$ cat config.mk
export PLATFORM = sky130hd
export DESIGN_NAME = pmio_ports
export DESIGN_NICKNAME = d
export VERILOG_FILES = /design/src/rtl/pmio_ports.v
export VERILOG_INCLUDE_DIRS = /design/src /design/src/rtl
export SDC_FILE = /design/constraint.sdc
export NUM_CORES = 1
export LEC_CHECK = 0
export BUFFER_PORTS_ARGS = -buffer_cell sky130_fd_sc_hd__buf_2
export CAP_MARGIN = 30
export CORE_MARGIN = 4
export CORE_UTILIZATION = 40
export DETAILED_ROUTE_END_ITERATION = 12
export PLACE_DENSITY = 0.66
export SYNTH_ARGS = -nofsm -noshare
export SYNTH_HDL_FRONTEND = slang
export SYNTH_SLANG_ARGS = --single-unit
$ cat constraint.sdc
create_clock -name ref_clk -period 13.3 [get_ports ref_clk]
set_clock_uncertainty 0.1 [all_clocks]
set_input_delay 1.995 -clock ref_clk [delete_from_list [all_inputs] [get_ports ref_clk]]
set_output_delay 1.995 -clock ref_clk [all_outputs]
set_load 0.02 [all_outputs]
$ cat src/rtl/pmio_consts.vh
// Register offsets, reset values and port geometry for the macrocell and I/O port block.
`ifndef PMIO_CONSTS_VH
`define PMIO_CONSTS_VH
`define PMIO_OFS_DIN_A    8'h00
`define PMIO_OFS_DIN_D    8'h03
`define PMIO_OFS_DOUT_A   8'h04
`define PMIO_OFS_DOUT_B   8'h05
`define PMIO_OFS_DOUT_C   8'h06
`define PMIO_OFS_DOUT_D   8'h07
`define PMIO_OFS_DIR_A    8'h08
`define PMIO_OFS_DIR_B    8'h09
`define PMIO_OFS_DIR_C    8'h0a
`define PMIO_OFS_DIR_D    8'h0b
`define PMIO_OFS_CTL_A    8'h0c
`define PMIO_OFS_CTL_B    8'h0d
`define PMIO_OFS_INCELL_A 8'h0e
`define PMIO_OFS_INCELL_B 8'h0f
`define PMIO_OFS_INCELL_C 8'h10
`define PMIO_OFS_CELL_A   8'h11
`define PMIO_OFS_CELL_B   8'h12
`define PMIO_OFS_MASK_A   8'h13
`define PMIO_OFS_MASK_B   8'h14
`define PMIO_RST_REG8     8'h00
`define PMIO_RST_PINS     27'h0000000
`define PMIO_RST_CELLS    16'h0000
`define PMIO_RD_UNMAPPED  8'h00
`define PMIO_NAT_A        3
`define PMIO_NAT_B        4
`define PMIO_CAP_A        8'h3f
`define PMIO_CAP_B_LO     8'h1f
`define PMIO_CAP_B_HI     8'h3f
`define PMIO_PIN_CLKIN    25
`define PMIO_MODE_PASS    2'h0
`define PMIO_MODE_LATCH   2'h1
`define PMIO_MODE_REG     2'h2
`endif

$ cat src/rtl/pmio_ports.v
// Sixteen output cells, twenty input cells and ports A-D with their processor register space.
// Notes on behaviour
// - Group A cells: three own terms, borrow six.
// - Group B cells 0-3: four own, borrow five.
// - Group B cells 4-7: four own, borrow six.
// - A lent term leaves its owner; no sharing.
// - All sixteen cell flops processor writable and readable.
// - Processor load beats preset, clear and clock.
// - Load on strobe trailing edge or level.
// - Per-group write mask, reset zero, one blocks.
// - Pin enable is enable term OR direction.
// - Logic output without enable term drives always.
// - Otherwise direction bit alone drives the pin.
// - Twenty input cells: A, B, four on C.
// - Input cell: latch, register or pass; readable.
// - Input clock: ALE or term per nibble.
// - Ports A-C eight bits, D three; independent.
// - Pin mux: data-out, address, cell, selects.
// - Readback presents one source at a time.
// - Logic, input cell and pin source modes fixed; direction and address-out modes run-time registers.
// - Processor mode: data-out drives, pin readable.
// - Ports C and D lack control registers.
// - Direction one is output; default input.
// - Control one selects address-out mode.
// - Configuration registers reset to zero.
`timescale 1ns/1ps
`include "pmio_consts.vh"
module pmio_ports (
    input  wire        ref_clk,
    input  wire        sys_rst,
    input  wire        ioSel,
    input  wire [7:0]  busAddr,
    input  wire [7:0]  busWrData,
    input  wire        busWrStb,
    input  wire        busRdStb,
    input  wire        busAle,
    output reg  [7:0]  busRdData,
    input  wire [55:0] ptTerms,
    input  wire [15:0] cellPreset,
    input  wire [15:0] cellClear,
    input  wire [15:0] cellClkPt,
    input  wire [26:0] ptOe,
    input  wire [4:0]  ptInEn,
    input  wire [1:0]  ecsTerm,
    input  wire        cfgLevelLoad,
    input  wire [31:0] cfgBorrow,
    input  wire [15:0] cfgPol,
    input  wire [15:0] cfgCombo,
    input  wire [15:0] cfgClkPin,
    input  wire [26:0] cfgPinPld,
    input  wire [7:0]  cfgBCellSel,
    input  wire [26:0] cfgOeDef,
    input  wire [39:0] cfgInMode,
    input  wire [4:0]  cfgInAle,
    input  wire [7:0]  paIn,
    input  wire [7:0]  pbIn,
    input  wire [7:0]  pcIn,
    input  wire [2:0]  pdIn,
    output wire [7:0]  paOut,
    output wire [7:0]  paOe,
    output wire [7:0]  pbOut,
    output wire [7:0]  pbOe,
    output wire [7:0]  pcOut,
    output wire [7:0]  pcOe,
    output wire [2:0]  pdOut,
    output wire [2:0]  pdOe,
    output reg  [15:0] cellOut,
    output reg  [19:0] inCellBus
);
    reg  [26:0] pinS1_r;
    reg  [26:0] pinS2_r;
    reg  [26:0] dout_r;
    reg  [26:0] dir_r;
    reg  [15:0] ctl_r;
    reg  [7:0]  maskA_r;
    reg  [7:0]  maskB_r;
    reg  [15:0] cellQ_r;
    reg  [15:0] ptClkPrev_r;
    reg         clkPinPrev_r;
    reg  [4:0]  inEnPrev_r;
    reg  [7:0]  addrLat_r;
    reg         wrStb_r;
    reg         wSel_r;
    reg  [7:0]  wAddr_r;
    reg  [7:0]  wData_r;
    reg  [26:0] pinOut_r;
    reg  [26:0] pinOe_r;
    reg  [7:0]  rdMux;
    wire [26:0] pinRaw;
    wire [31:0] pinPad;
    wire [31:0] doutPad;
    wire [31:0] dirPad;
    wire [23:0] inPad;
    wire [15:0] cellVal;
    wire [15:0] cellSum;
    wire [15:0] lent;
    wire [26:0] pldSrc;
    wire [26:0] muxOut;
    wire [26:0] oeNxt;
    wire [19:0] inCellPin;
    wire [4:0]  inEn;
    wire        wrTrail;
    wire        regWr;
    wire        cellWrA;
    wire        cellWrB;
    wire        clkPinRise;
    wire [7:0]  cellData;

    assign pinRaw  = {pdIn, pcIn, pbIn, paIn};
    assign pinPad  = {5'h00, pinS2_r};
    assign doutPad = {5'h00, dout_r};
    assign dirPad  = {5'h00, dir_r};
    assign inPad   = {4'h0, inCellBus};
    assign {pdOut, pcOut, pbOut, paOut} = pinOut_r;
    assign {pdOe, pcOe, pbOe, paOe}     = pinOe_r;

    // Edge mode uses the address and data held from the last strobe cycle, because the
    // bus may already have moved on when the trailing edge is seen.
    assign wrTrail  = wrStb_r & ~busWrStb & wSel_r;
    assign regWr    = wrTrail;
    assign cellWrA  = cfgLevelLoad ? (busWrStb & ioSel & (busAddr == `PMIO_OFS_CELL_A))
                                   : (wrTrail & (wAddr_r == `PMIO_OFS_CELL_A));
    assign cellWrB  = cfgLevelLoad ? (busWrStb & ioSel & (busAddr == `PMIO_OFS_CELL_B))
                                   : (wrTrail & (wAddr_r == `PMIO_OFS_CELL_B));
    assign cellData = cfgLevelLoad ? busWrData : wData_r;
    assign clkPinRise = pinS2_r[`PMIO_PIN_CLKIN] & ~clkPinPrev_r;

    genvar i;
    generate
        for (i = 0; i < 16; i = i + 1) begin : g_cell
            localparam GB  = (i >= 8) ? 8 : 0;
            localparam N1  = GB + ((i - GB + 1) % 8);
            localparam N2  = GB + ((i - GB + 2) % 8);
            localparam P1  = GB + ((i - GB + 7) % 8);
            localparam P2  = GB + ((i - GB + 6) % 8);
            localparam NAT = (i < 8) ? `PMIO_NAT_A : `PMIO_NAT_B;
            localparam BAS = (i < 8) ? i * 3 : 24 + (i - 8) * 4;
            localparam B1  = (N1 < 8) ? N1 * 3 : 24 + (N1 - 8) * 4;
            localparam B2  = (N2 < 8) ? N2 * 3 : 24 + (N2 - 8) * 4;
            localparam [7:0] CAP = (i < 8) ? `PMIO_CAP_A :
                                   (i < 12) ? `PMIO_CAP_B_LO : `PMIO_CAP_B_HI;
            wire [NAT-1:0] own;
            wire [NAT-1:0] t1;
            wire [NAT-1:0] t2;
            wire           take2;
            wire [7:0]     bor;
            wire           sum;
            assign own = ptTerms[BAS +: NAT];
            assign t1  = ptTerms[B1 +: NAT];
            assign t2  = ptTerms[B2 +: NAT];
            // A neighbour one step away has first claim, so a term never serves two cells.
            assign lent[i] = cfgBorrow[2*P1] | (cfgBorrow[2*P2+1] & ~cfgBorrow[2*P1]);
            assign take2   = cfgBorrow[2*i+1] & ~cfgBorrow[2*N1];
            if (i < 8) begin : g_a
                assign bor = {2'h0, take2 ? t2 : 3'h0, cfgBorrow[2*i] ? t1 : 3'h0} & CAP;
            end else begin : g_b
                assign bor = {take2 ? t2 : 4'h0, cfgBorrow[2*i] ? t1 : 4'h0} & CAP;
            end
            assign sum = ((|own) & ~lent[i]) | (|bor);
            // Registered and combinational paths both take the polarity-adjusted sum.
            assign cellSum[i] = sum ^ cfgPol[i];
            assign cellVal[i] = cfgCombo[i] ? cellSum[i] : cellQ_r[i];
        end
        for (i = 0; i < 27; i = i + 1) begin : g_pin
            if (i < 8) begin : g_pa
                assign pldSrc[i] = cellVal[i];
            end else if (i < 16) begin : g_pb
                assign pldSrc[i] = cfgBCellSel[i-8] ? cellVal[i] : cellVal[i-8];
            end else if (i < 24) begin : g_pc
                assign pldSrc[i] = cellVal[i-8];
            end else if (i == 24) begin : g_pd0
                assign pldSrc[i] = 1'b0;
            end else begin : g_pdx
                assign pldSrc[i] = ecsTerm[i-25];
            end
            if (i < 16) begin : g_ctl
                assign muxOut[i] = ctl_r[i] ? addrLat_r[i%8] :
                                   (cfgPinPld[i] ? pldSrc[i] : dout_r[i]);
            end else begin : g_noctl
                assign muxOut[i] = cfgPinPld[i] ? pldSrc[i] : dout_r[i];
            end
            assign oeNxt[i] = dir_r[i] | (ptOe[i] & cfgOeDef[i])
                            | (cfgPinPld[i] & ~cfgOeDef[i]);
        end
        for (i = 0; i < 20; i = i + 1) begin : g_in
            localparam PIN = (i < 16) ? i : ((i == 19) ? 23 : i + 2);
            assign inCellPin[i] = pinS2_r[PIN];
        end
        for (i = 0; i < 5; i = i + 1) begin : g_inen
            assign inEn[i] = cfgInAle[i] ? busAle : ptInEn[i];
        end
    endgenerate

    always @* begin
        rdMux = `PMIO_RD_UNMAPPED;
        if (busAddr <= `PMIO_OFS_DIN_D) begin
            rdMux = pinPad[busAddr[1:0]*8 +: 8];
        end else if (busAddr <= `PMIO_OFS_DOUT_D) begin
            rdMux = doutPad[busAddr[1:0]*8 +: 8];
        end else if (busAddr <= `PMIO_OFS_DIR_D) begin
            rdMux = dirPad[busAddr[1:0]*8 +: 8];
        end else begin
            case (busAddr)
                `PMIO_OFS_CTL_A:    rdMux = ctl_r[7:0];
                `PMIO_OFS_CTL_B:    rdMux = ctl_r[15:8];
                `PMIO_OFS_INCELL_A: rdMux = inPad[7:0];
                `PMIO_OFS_INCELL_B: rdMux = inPad[15:8];
                `PMIO_OFS_INCELL_C: rdMux = inPad[23:16];
                `PMIO_OFS_CELL_A:   rdMux = cellQ_r[7:0];
                `PMIO_OFS_CELL_B:   rdMux = cellQ_r[15:8];
                `PMIO_OFS_MASK_A:   rdMux = maskA_r;
                `PMIO_OFS_MASK_B:   rdMux = maskB_r;
                default:            rdMux = `PMIO_RD_UNMAPPED;
            endcase
        end
    end

    always @(posedge ref_clk or posedge sys_rst) begin
        if (sys_rst) begin
            pinS1_r      <= `PMIO_RST_PINS;
            pinS2_r      <= `PMIO_RST_PINS;
            clkPinPrev_r <= 1'b0;
            wrStb_r      <= 1'b0;
            wSel_r       <= 1'b0;
            wAddr_r      <= `PMIO_RST_REG8;
            wData_r      <= `PMIO_RST_REG8;
            addrLat_r    <= `PMIO_RST_REG8;
            busRdData    <= `PMIO_RST_REG8;
            pinOut_r     <= `PMIO_RST_PINS;
            pinOe_r      <= `PMIO_RST_PINS;
        end else begin
            pinS1_r      <= pinRaw;
            pinS2_r      <= pinS1_r;
            clkPinPrev_r <= pinS2_r[`PMIO_PIN_CLKIN];
            wrStb_r      <= busWrStb;
            if (busWrStb) begin
                wSel_r  <= ioSel;
                wAddr_r <= busAddr;
                wData_r <= busWrData;
            end
            if (busAle) begin
                addrLat_r <= busAddr;
            end
            // Only the addressed source reaches the data bus; idle reads return zero.
            busRdData <= (busRdStb & ioSel) ? rdMux : `PMIO_RD_UNMAPPED;
            pinOut_r  <= muxOut;
            pinOe_r   <= oeNxt;
        end
    end

    // Run-time registers; the modes fixed by programming arrive as cfg inputs instead.
    always @(posedge ref_clk or posedge sys_rst) begin
        if (sys_rst) begin
            dout_r  <= `PMIO_RST_PINS;
            dir_r   <= `PMIO_RST_PINS;
            ctl_r   <= {`PMIO_RST_REG8, `PMIO_RST_REG8};
            maskA_r <= `PMIO_RST_REG8;
            maskB_r <= `PMIO_RST_REG8;
        end else if (regWr) begin
            case (wAddr_r)
                `PMIO_OFS_DOUT_A: dout_r[7:0]   <= wData_r;
                `PMIO_OFS_DOUT_B: dout_r[15:8]  <= wData_r;
                `PMIO_OFS_DOUT_C: dout_r[23:16] <= wData_r;
                `PMIO_OFS_DOUT_D: dout_r[26:24] <= wData_r[2:0];
                `PMIO_OFS_DIR_A:  dir_r[7:0]    <= wData_r;
                `PMIO_OFS_DIR_B:  dir_r[15:8]   <= wData_r;
                `PMIO_OFS_DIR_C:  dir_r[23:16]  <= wData_r;
                `PMIO_OFS_DIR_D:  dir_r[26:24]  <= wData_r[2:0];
                `PMIO_OFS_CTL_A:  ctl_r[7:0]    <= wData_r;
                `PMIO_OFS_CTL_B:  ctl_r[15:8]   <= wData_r;
                `PMIO_OFS_MASK_A: maskA_r       <= wData_r;
                `PMIO_OFS_MASK_B: maskB_r       <= wData_r;
                default:          ctl_r         <= ctl_r;
            endcase
        end
    end

    integer k;
    always @(posedge ref_clk or posedge sys_rst) begin
        if (sys_rst) begin
            cellQ_r     <= `PMIO_RST_CELLS;
            ptClkPrev_r <= `PMIO_RST_CELLS;
            cellOut     <= `PMIO_RST_CELLS;
        end else begin
            ptClkPrev_r <= cellClkPt;
            cellOut     <= cellVal;
            for (k = 0; k < 16; k = k + 1) begin
                // A masked cell ignores the write and keeps running its own logic.
                if ((k < 8) ? (cellWrA & ~maskA_r[k]) : (cellWrB & ~maskB_r[k-8])) begin
                    cellQ_r[k] <= cellData[k%8];
                end else if (cellClear[k]) begin
                    cellQ_r[k] <= 1'b0;
                end else if (cellPreset[k]) begin
                    cellQ_r[k] <= 1'b1;
                end else if (cfgClkPin[k] ? clkPinRise : (cellClkPt[k] & ~ptClkPrev_r[k])) begin
                    cellQ_r[k] <= cellSum[k];
                end
            end
        end
    end


    always @(posedge ref_clk or posedge sys_rst) begin
        if (sys_rst) begin
            inEnPrev_r <= 5'h00;
            inCellBus  <= 20'h00000;
        end else begin
            inEnPrev_r <= inEn;
            for (k = 0; k < 20; k = k + 1) begin
                case (cfgInMode[2*k +: 2])
                    `PMIO_MODE_PASS:  inCellBus[k] <= inCellPin[k];
                    `PMIO_MODE_LATCH: if (inEn[k/4]) inCellBus[k] <= inCellPin[k];
                    `PMIO_MODE_REG:   if (inEn[k/4] & ~inEnPrev_r[k/4])
                                          inCellBus[k] <= inCellPin[k];
                    default:          inCellBus[k] <= inCellPin[k];
                endcase
            end
        end
    end
endmodule // pmio_ports

==> metrics list <==
* Transition time of the tightest slew-check pin: 1.04 ns
- P_sw: 0.633 mW
- Clock tree synthesis selected as its root buffer the cell sky130_fd_sc_hd__clkbuf_16.
- DR iter-0 viols: 872
* Post-Syn Nets: 1662
* Die area: 0.0389 mm2
- Routed length per instance: 23.5 um
- Final critical-path required period: 4.13 ns
* Multi-input gate area in the final layout: approximately 0.0064 mm2
- The final route contains 12.5k vias.
- Most common cell type on the critical path: sky130_fd_sc_hd__buf_4
- The synthesized design contains 0 enable-type register cells.
- Maximum clock rate: 242 MHz
- Global-route wire length before repair: 77300 um
* Die Width: 197 um
- Setup repair after global routing missed its margin: no
- Final routed DRC violation total: 0
* Total wire length after detailed routing: between 50000 and 60000 um
- Unique cell type count in the Yosys netlist: 58
- Along the worst path, the maximum fanout reaches 53.
* Number of fill cells in the layout: 3243
- Most frequent cell after synthesis: sky130_fd_sc_hd__dfrtp_1
- The clock network burns between 40% and 50% of the power.
- Dividing total power by cell area gives a power density of between 100 and 150 mW/mm2.
- On the worst path, the slowest cell contributes a delay of 0.62 ns.
* Worst slew margin: 30.2%
- Final count of hold timing violations: 0
- In this run the biggest area consumer among cell types represents 52.7% of the synthesized area.
- Final-stage net count: 2135
- In this run switching power makes up 26.8% of total power.
- Post-CTS setup-driven buffer insertion count: 0
- The congestion estimate from routability-driven global placement came to 0.928.
- Clock tree synthesis inserted a total of 34 buffers.
* Share of power burned in registers: between 40 and 50%
* Pin count of the biggest net entering global routing: 102
* Synth Cell Area: between 0.01 and 0.015 mm2
- IR analysis of the VDD net gives a maximum drop of ~0.10 mV.
- Resize count post-CTS: 0
* Number of buffers on the longest clock path: 3
- After technology mapping, the gate count stands at 1287.
- Sorting the synthesized cells by how often they occur yields 302 x sky130_fd_sc_hd__dfrtp_1, 133 x sky130_fd_sc_hd__mux2_2, 97 x sky130_fd_sc_hd__a21oi_1, 92 x sky130_fd_sc_hd__o21ai_0, 87 x sky130_fd_sc_hd__nor2_1.
- The tool flagged a number of max-cap violations equal to 0.
- The post-route netlist has 39.0% of its cells at a drive strength greater than 1.
* Clock tree from TritonCTS: done
* Class of the worst hold path: reg -> reg
* Area growth syn-to-layout: 28.0%
* Drt pass-1 iters: 5
- For this design the static power due to leakage is between 8 and 9 nW.
- STA classifies the critical path startpoint as an input pin.
- The final count of pins violating max slew is 0.
* Number of sinks on the clock net: slightly above 300
- Critical path buffers and inverters: 3
* Critical path data arrival time: 4.42 ns
* Crit-path leading delay family: buffers and inverters
* ANT nets after route: 0
* Placeable Area: 0.0355 mm2
* Number of global-route vias before repair: approximately 13k
* Dominant register cell in the synthesized netlist: sky130_fd_sc_hd__dfrtp_1
- The number of antenna violations at the first check in global routing came to 13.
- Summing the sequential cell areas from Yosys gives between 50% and 60% of the chip area.
- GRT Resource Usage Total: between 20% and 30%
- Count of input and output buffers: 472
- After synthesis, the share of flip-flops with an asynchronous set or reset is 100%.
- Pint: 1.73 mW
- Dividing the detail-routed via count by the number of cells gives 5.54.
- Number of warnings printed during yosys synthesis: 0
- Average instance area after synthesis: between 10 and 15 um2
- At the later pin of the worst-skew pair, clock insertion delay measures 0.51 ns.
- Ranked by total cell area, the synthesized netlist is headed by sky130_fd_sc_hd__dfrtp_1 53%, sky130_fd_sc_hd__mux2_2 10%, sky130_fd_sc_hd__mux2i_1 3.9%.
- Once the floorplan was initialized, standard cells occupied roughly two fifths of the core.
* Share of power burned in combinational logic: 14.3%
- The critical path is of the in -> reg type.
* Dominant cell type by area after synthesis: sky130_fd_sc_hd__dfrtp_1
- For the worst setup path, the data required time is 13.59 ns.
- Number of top-level pins: 473
* Clock transition time at the flip-flop clock pins of the worst setup and hold paths: 0.06 ns
* Post-route worst hold slack: around 0.25 ns
- HPWL after detailed placement: 41500 um
- For the final routed database, the setup TNS stands at 0 ns.
- Registers take 0.00756 mm2.
- Hold Buf Count CTS: 0
* Number of storage elements in the synthesis netlist: roughly 300
- Result of the run: completed
* Slowest cell on the critical path: sky130_fd_sc_hd__buf_4
- The worst setup path is captured at a flop.
- Walking the worst path, the cells encountered are buf_2 > buf_4 > nor2b_1 > a22oi_1 > buf_4 > or3_1 > o31ai_1.
* Die H: 197 um
- Num rows: 69
- GRT Residual Overflow: 0
- Depth of the CTS H-tree: 2
- Endpoints failing setup: 0
- Final worst path period share: a little under a third
==> through the flow <==
step	utilization (%)	power (mW)	instance area, um2	setup WS, ns	cells
2_1_floorplan	-	1.21	14300	2.86	1287
3_3_place_gp	48.3	1.38	17100	8.74	2184
3_5_place_dp	48.4	1.39	17200	8.70	2185
4_1_cts	51.7	2.38	18300	9.22	2246
5_1_grt	51.7	2.46	18300	9.05	2250
6_report	51.7	2.36	18300	9.17	2251
==> cells by family after synthesis <==
kind of cell | synth area share (%)
compound gates | 15.4
xor+xnor | 0.489
buf+inv | 3.10
flops | 52.7
mux | 16.1
simple gates | 12.3
==> placed cells by master, fill, tap and decap left out, drive strengths merged, types with 5 or more instances in the layout <==
cell type and instances:
a21o 13, bufinv 5, or3 17, nand2 46, o32ai 28, a22oi 9
o21ai 92, mux2i 56, o31ai 8, mux2 133, nor3b 28, a21oi 97
inv 66, o211ai 8, o221ai 6, dfrtp 302, buf 479, a211oi 13
clkinv 10, mux4 11, or2 6, nor2b 69, nor4 12, a221oi 5
xor2 6, a31oi 9, nand2b 13, nor3 23, diode 5, a211o 27
nor2 89, clkbuf 45, nand3 13, o311ai 8, o41ai 8
==> power by group through the flow <==
stage          combinational, mW  sequential (mW)  clock (mW)
6_report                   0.337             1.03       0.987
5_1_grt                    0.370             1.04        1.05
4_1_cts                    0.341             1.03        1.01
3_5_place_dp               0.339             1.05           0
3_3_place_gp               0.332             1.05           0
2_1_floorplan              0.157             1.06           0
==> layout make-up <==
| cell class | count | share of cell area (%) |
|---|---|---|
| antenna | 5 | 0.0682 |
| clock buffer | 45 | 5.25 |
| clock inverter | 16 | 1.16 |
| inverter | 65 | 1.37 |
| multi-input combinational | 878 | 34.6 |
| sequential | 302 | 41.2 |
| tap | 461 | 3.14 |
| timing repair buffer | 479 | 13.2 |
==> per-layer routing <==
layer / share of wire [%] / vias to the layer above / track usage, %
met2: 49 / 594 / 44.6
met5: 0.14 / - / 0
met1: 39 / 6051 / 33.0
li1: - / 5700 / -
met4: 3.1 / 12 / 8.19
met3: 9.2 / 114 / 6.77
==> sequential cells by signal (all words and copies together) (netlist names) <==
signal and cells:
dir_r 27, dout_r 27, pinOe_r 27, pinOut_r 27, pinS1_r 27, pinS2_r 27, inCellBus 20, cellOut 16
cellQ_r 16, ctl_r 16, ptClkPrev_r 16, addrLat_r 8, busRdData 8, maskA_r 8, maskB_r 8, wAddr_r 8
wData_r 8, inEnPrev_r 5, clkPinPrev_r 1, wSel_r 1, wrStb_r 1
==> worst paths after layout <==
check	start	endpoint	slack [ns]	cells after the start
max	busAddr[1]	cellQ_r[12]	9.17	7
min	pinS1_r[16]	pinS2_r[16]	0.25	0
max reg2reg	wAddr_r[5]	dout_r[18]	10.32	5
min reg2reg	pinS1_r[16]	pinS2_r[16]	0.25	0
max in group asynchronous	sys_rst	pinOe_r[15]	10.17	3
min in group asynchronous	sys_rst	pinOut_r[25]	1.51	2
Power figures use the tool's default switching activity.
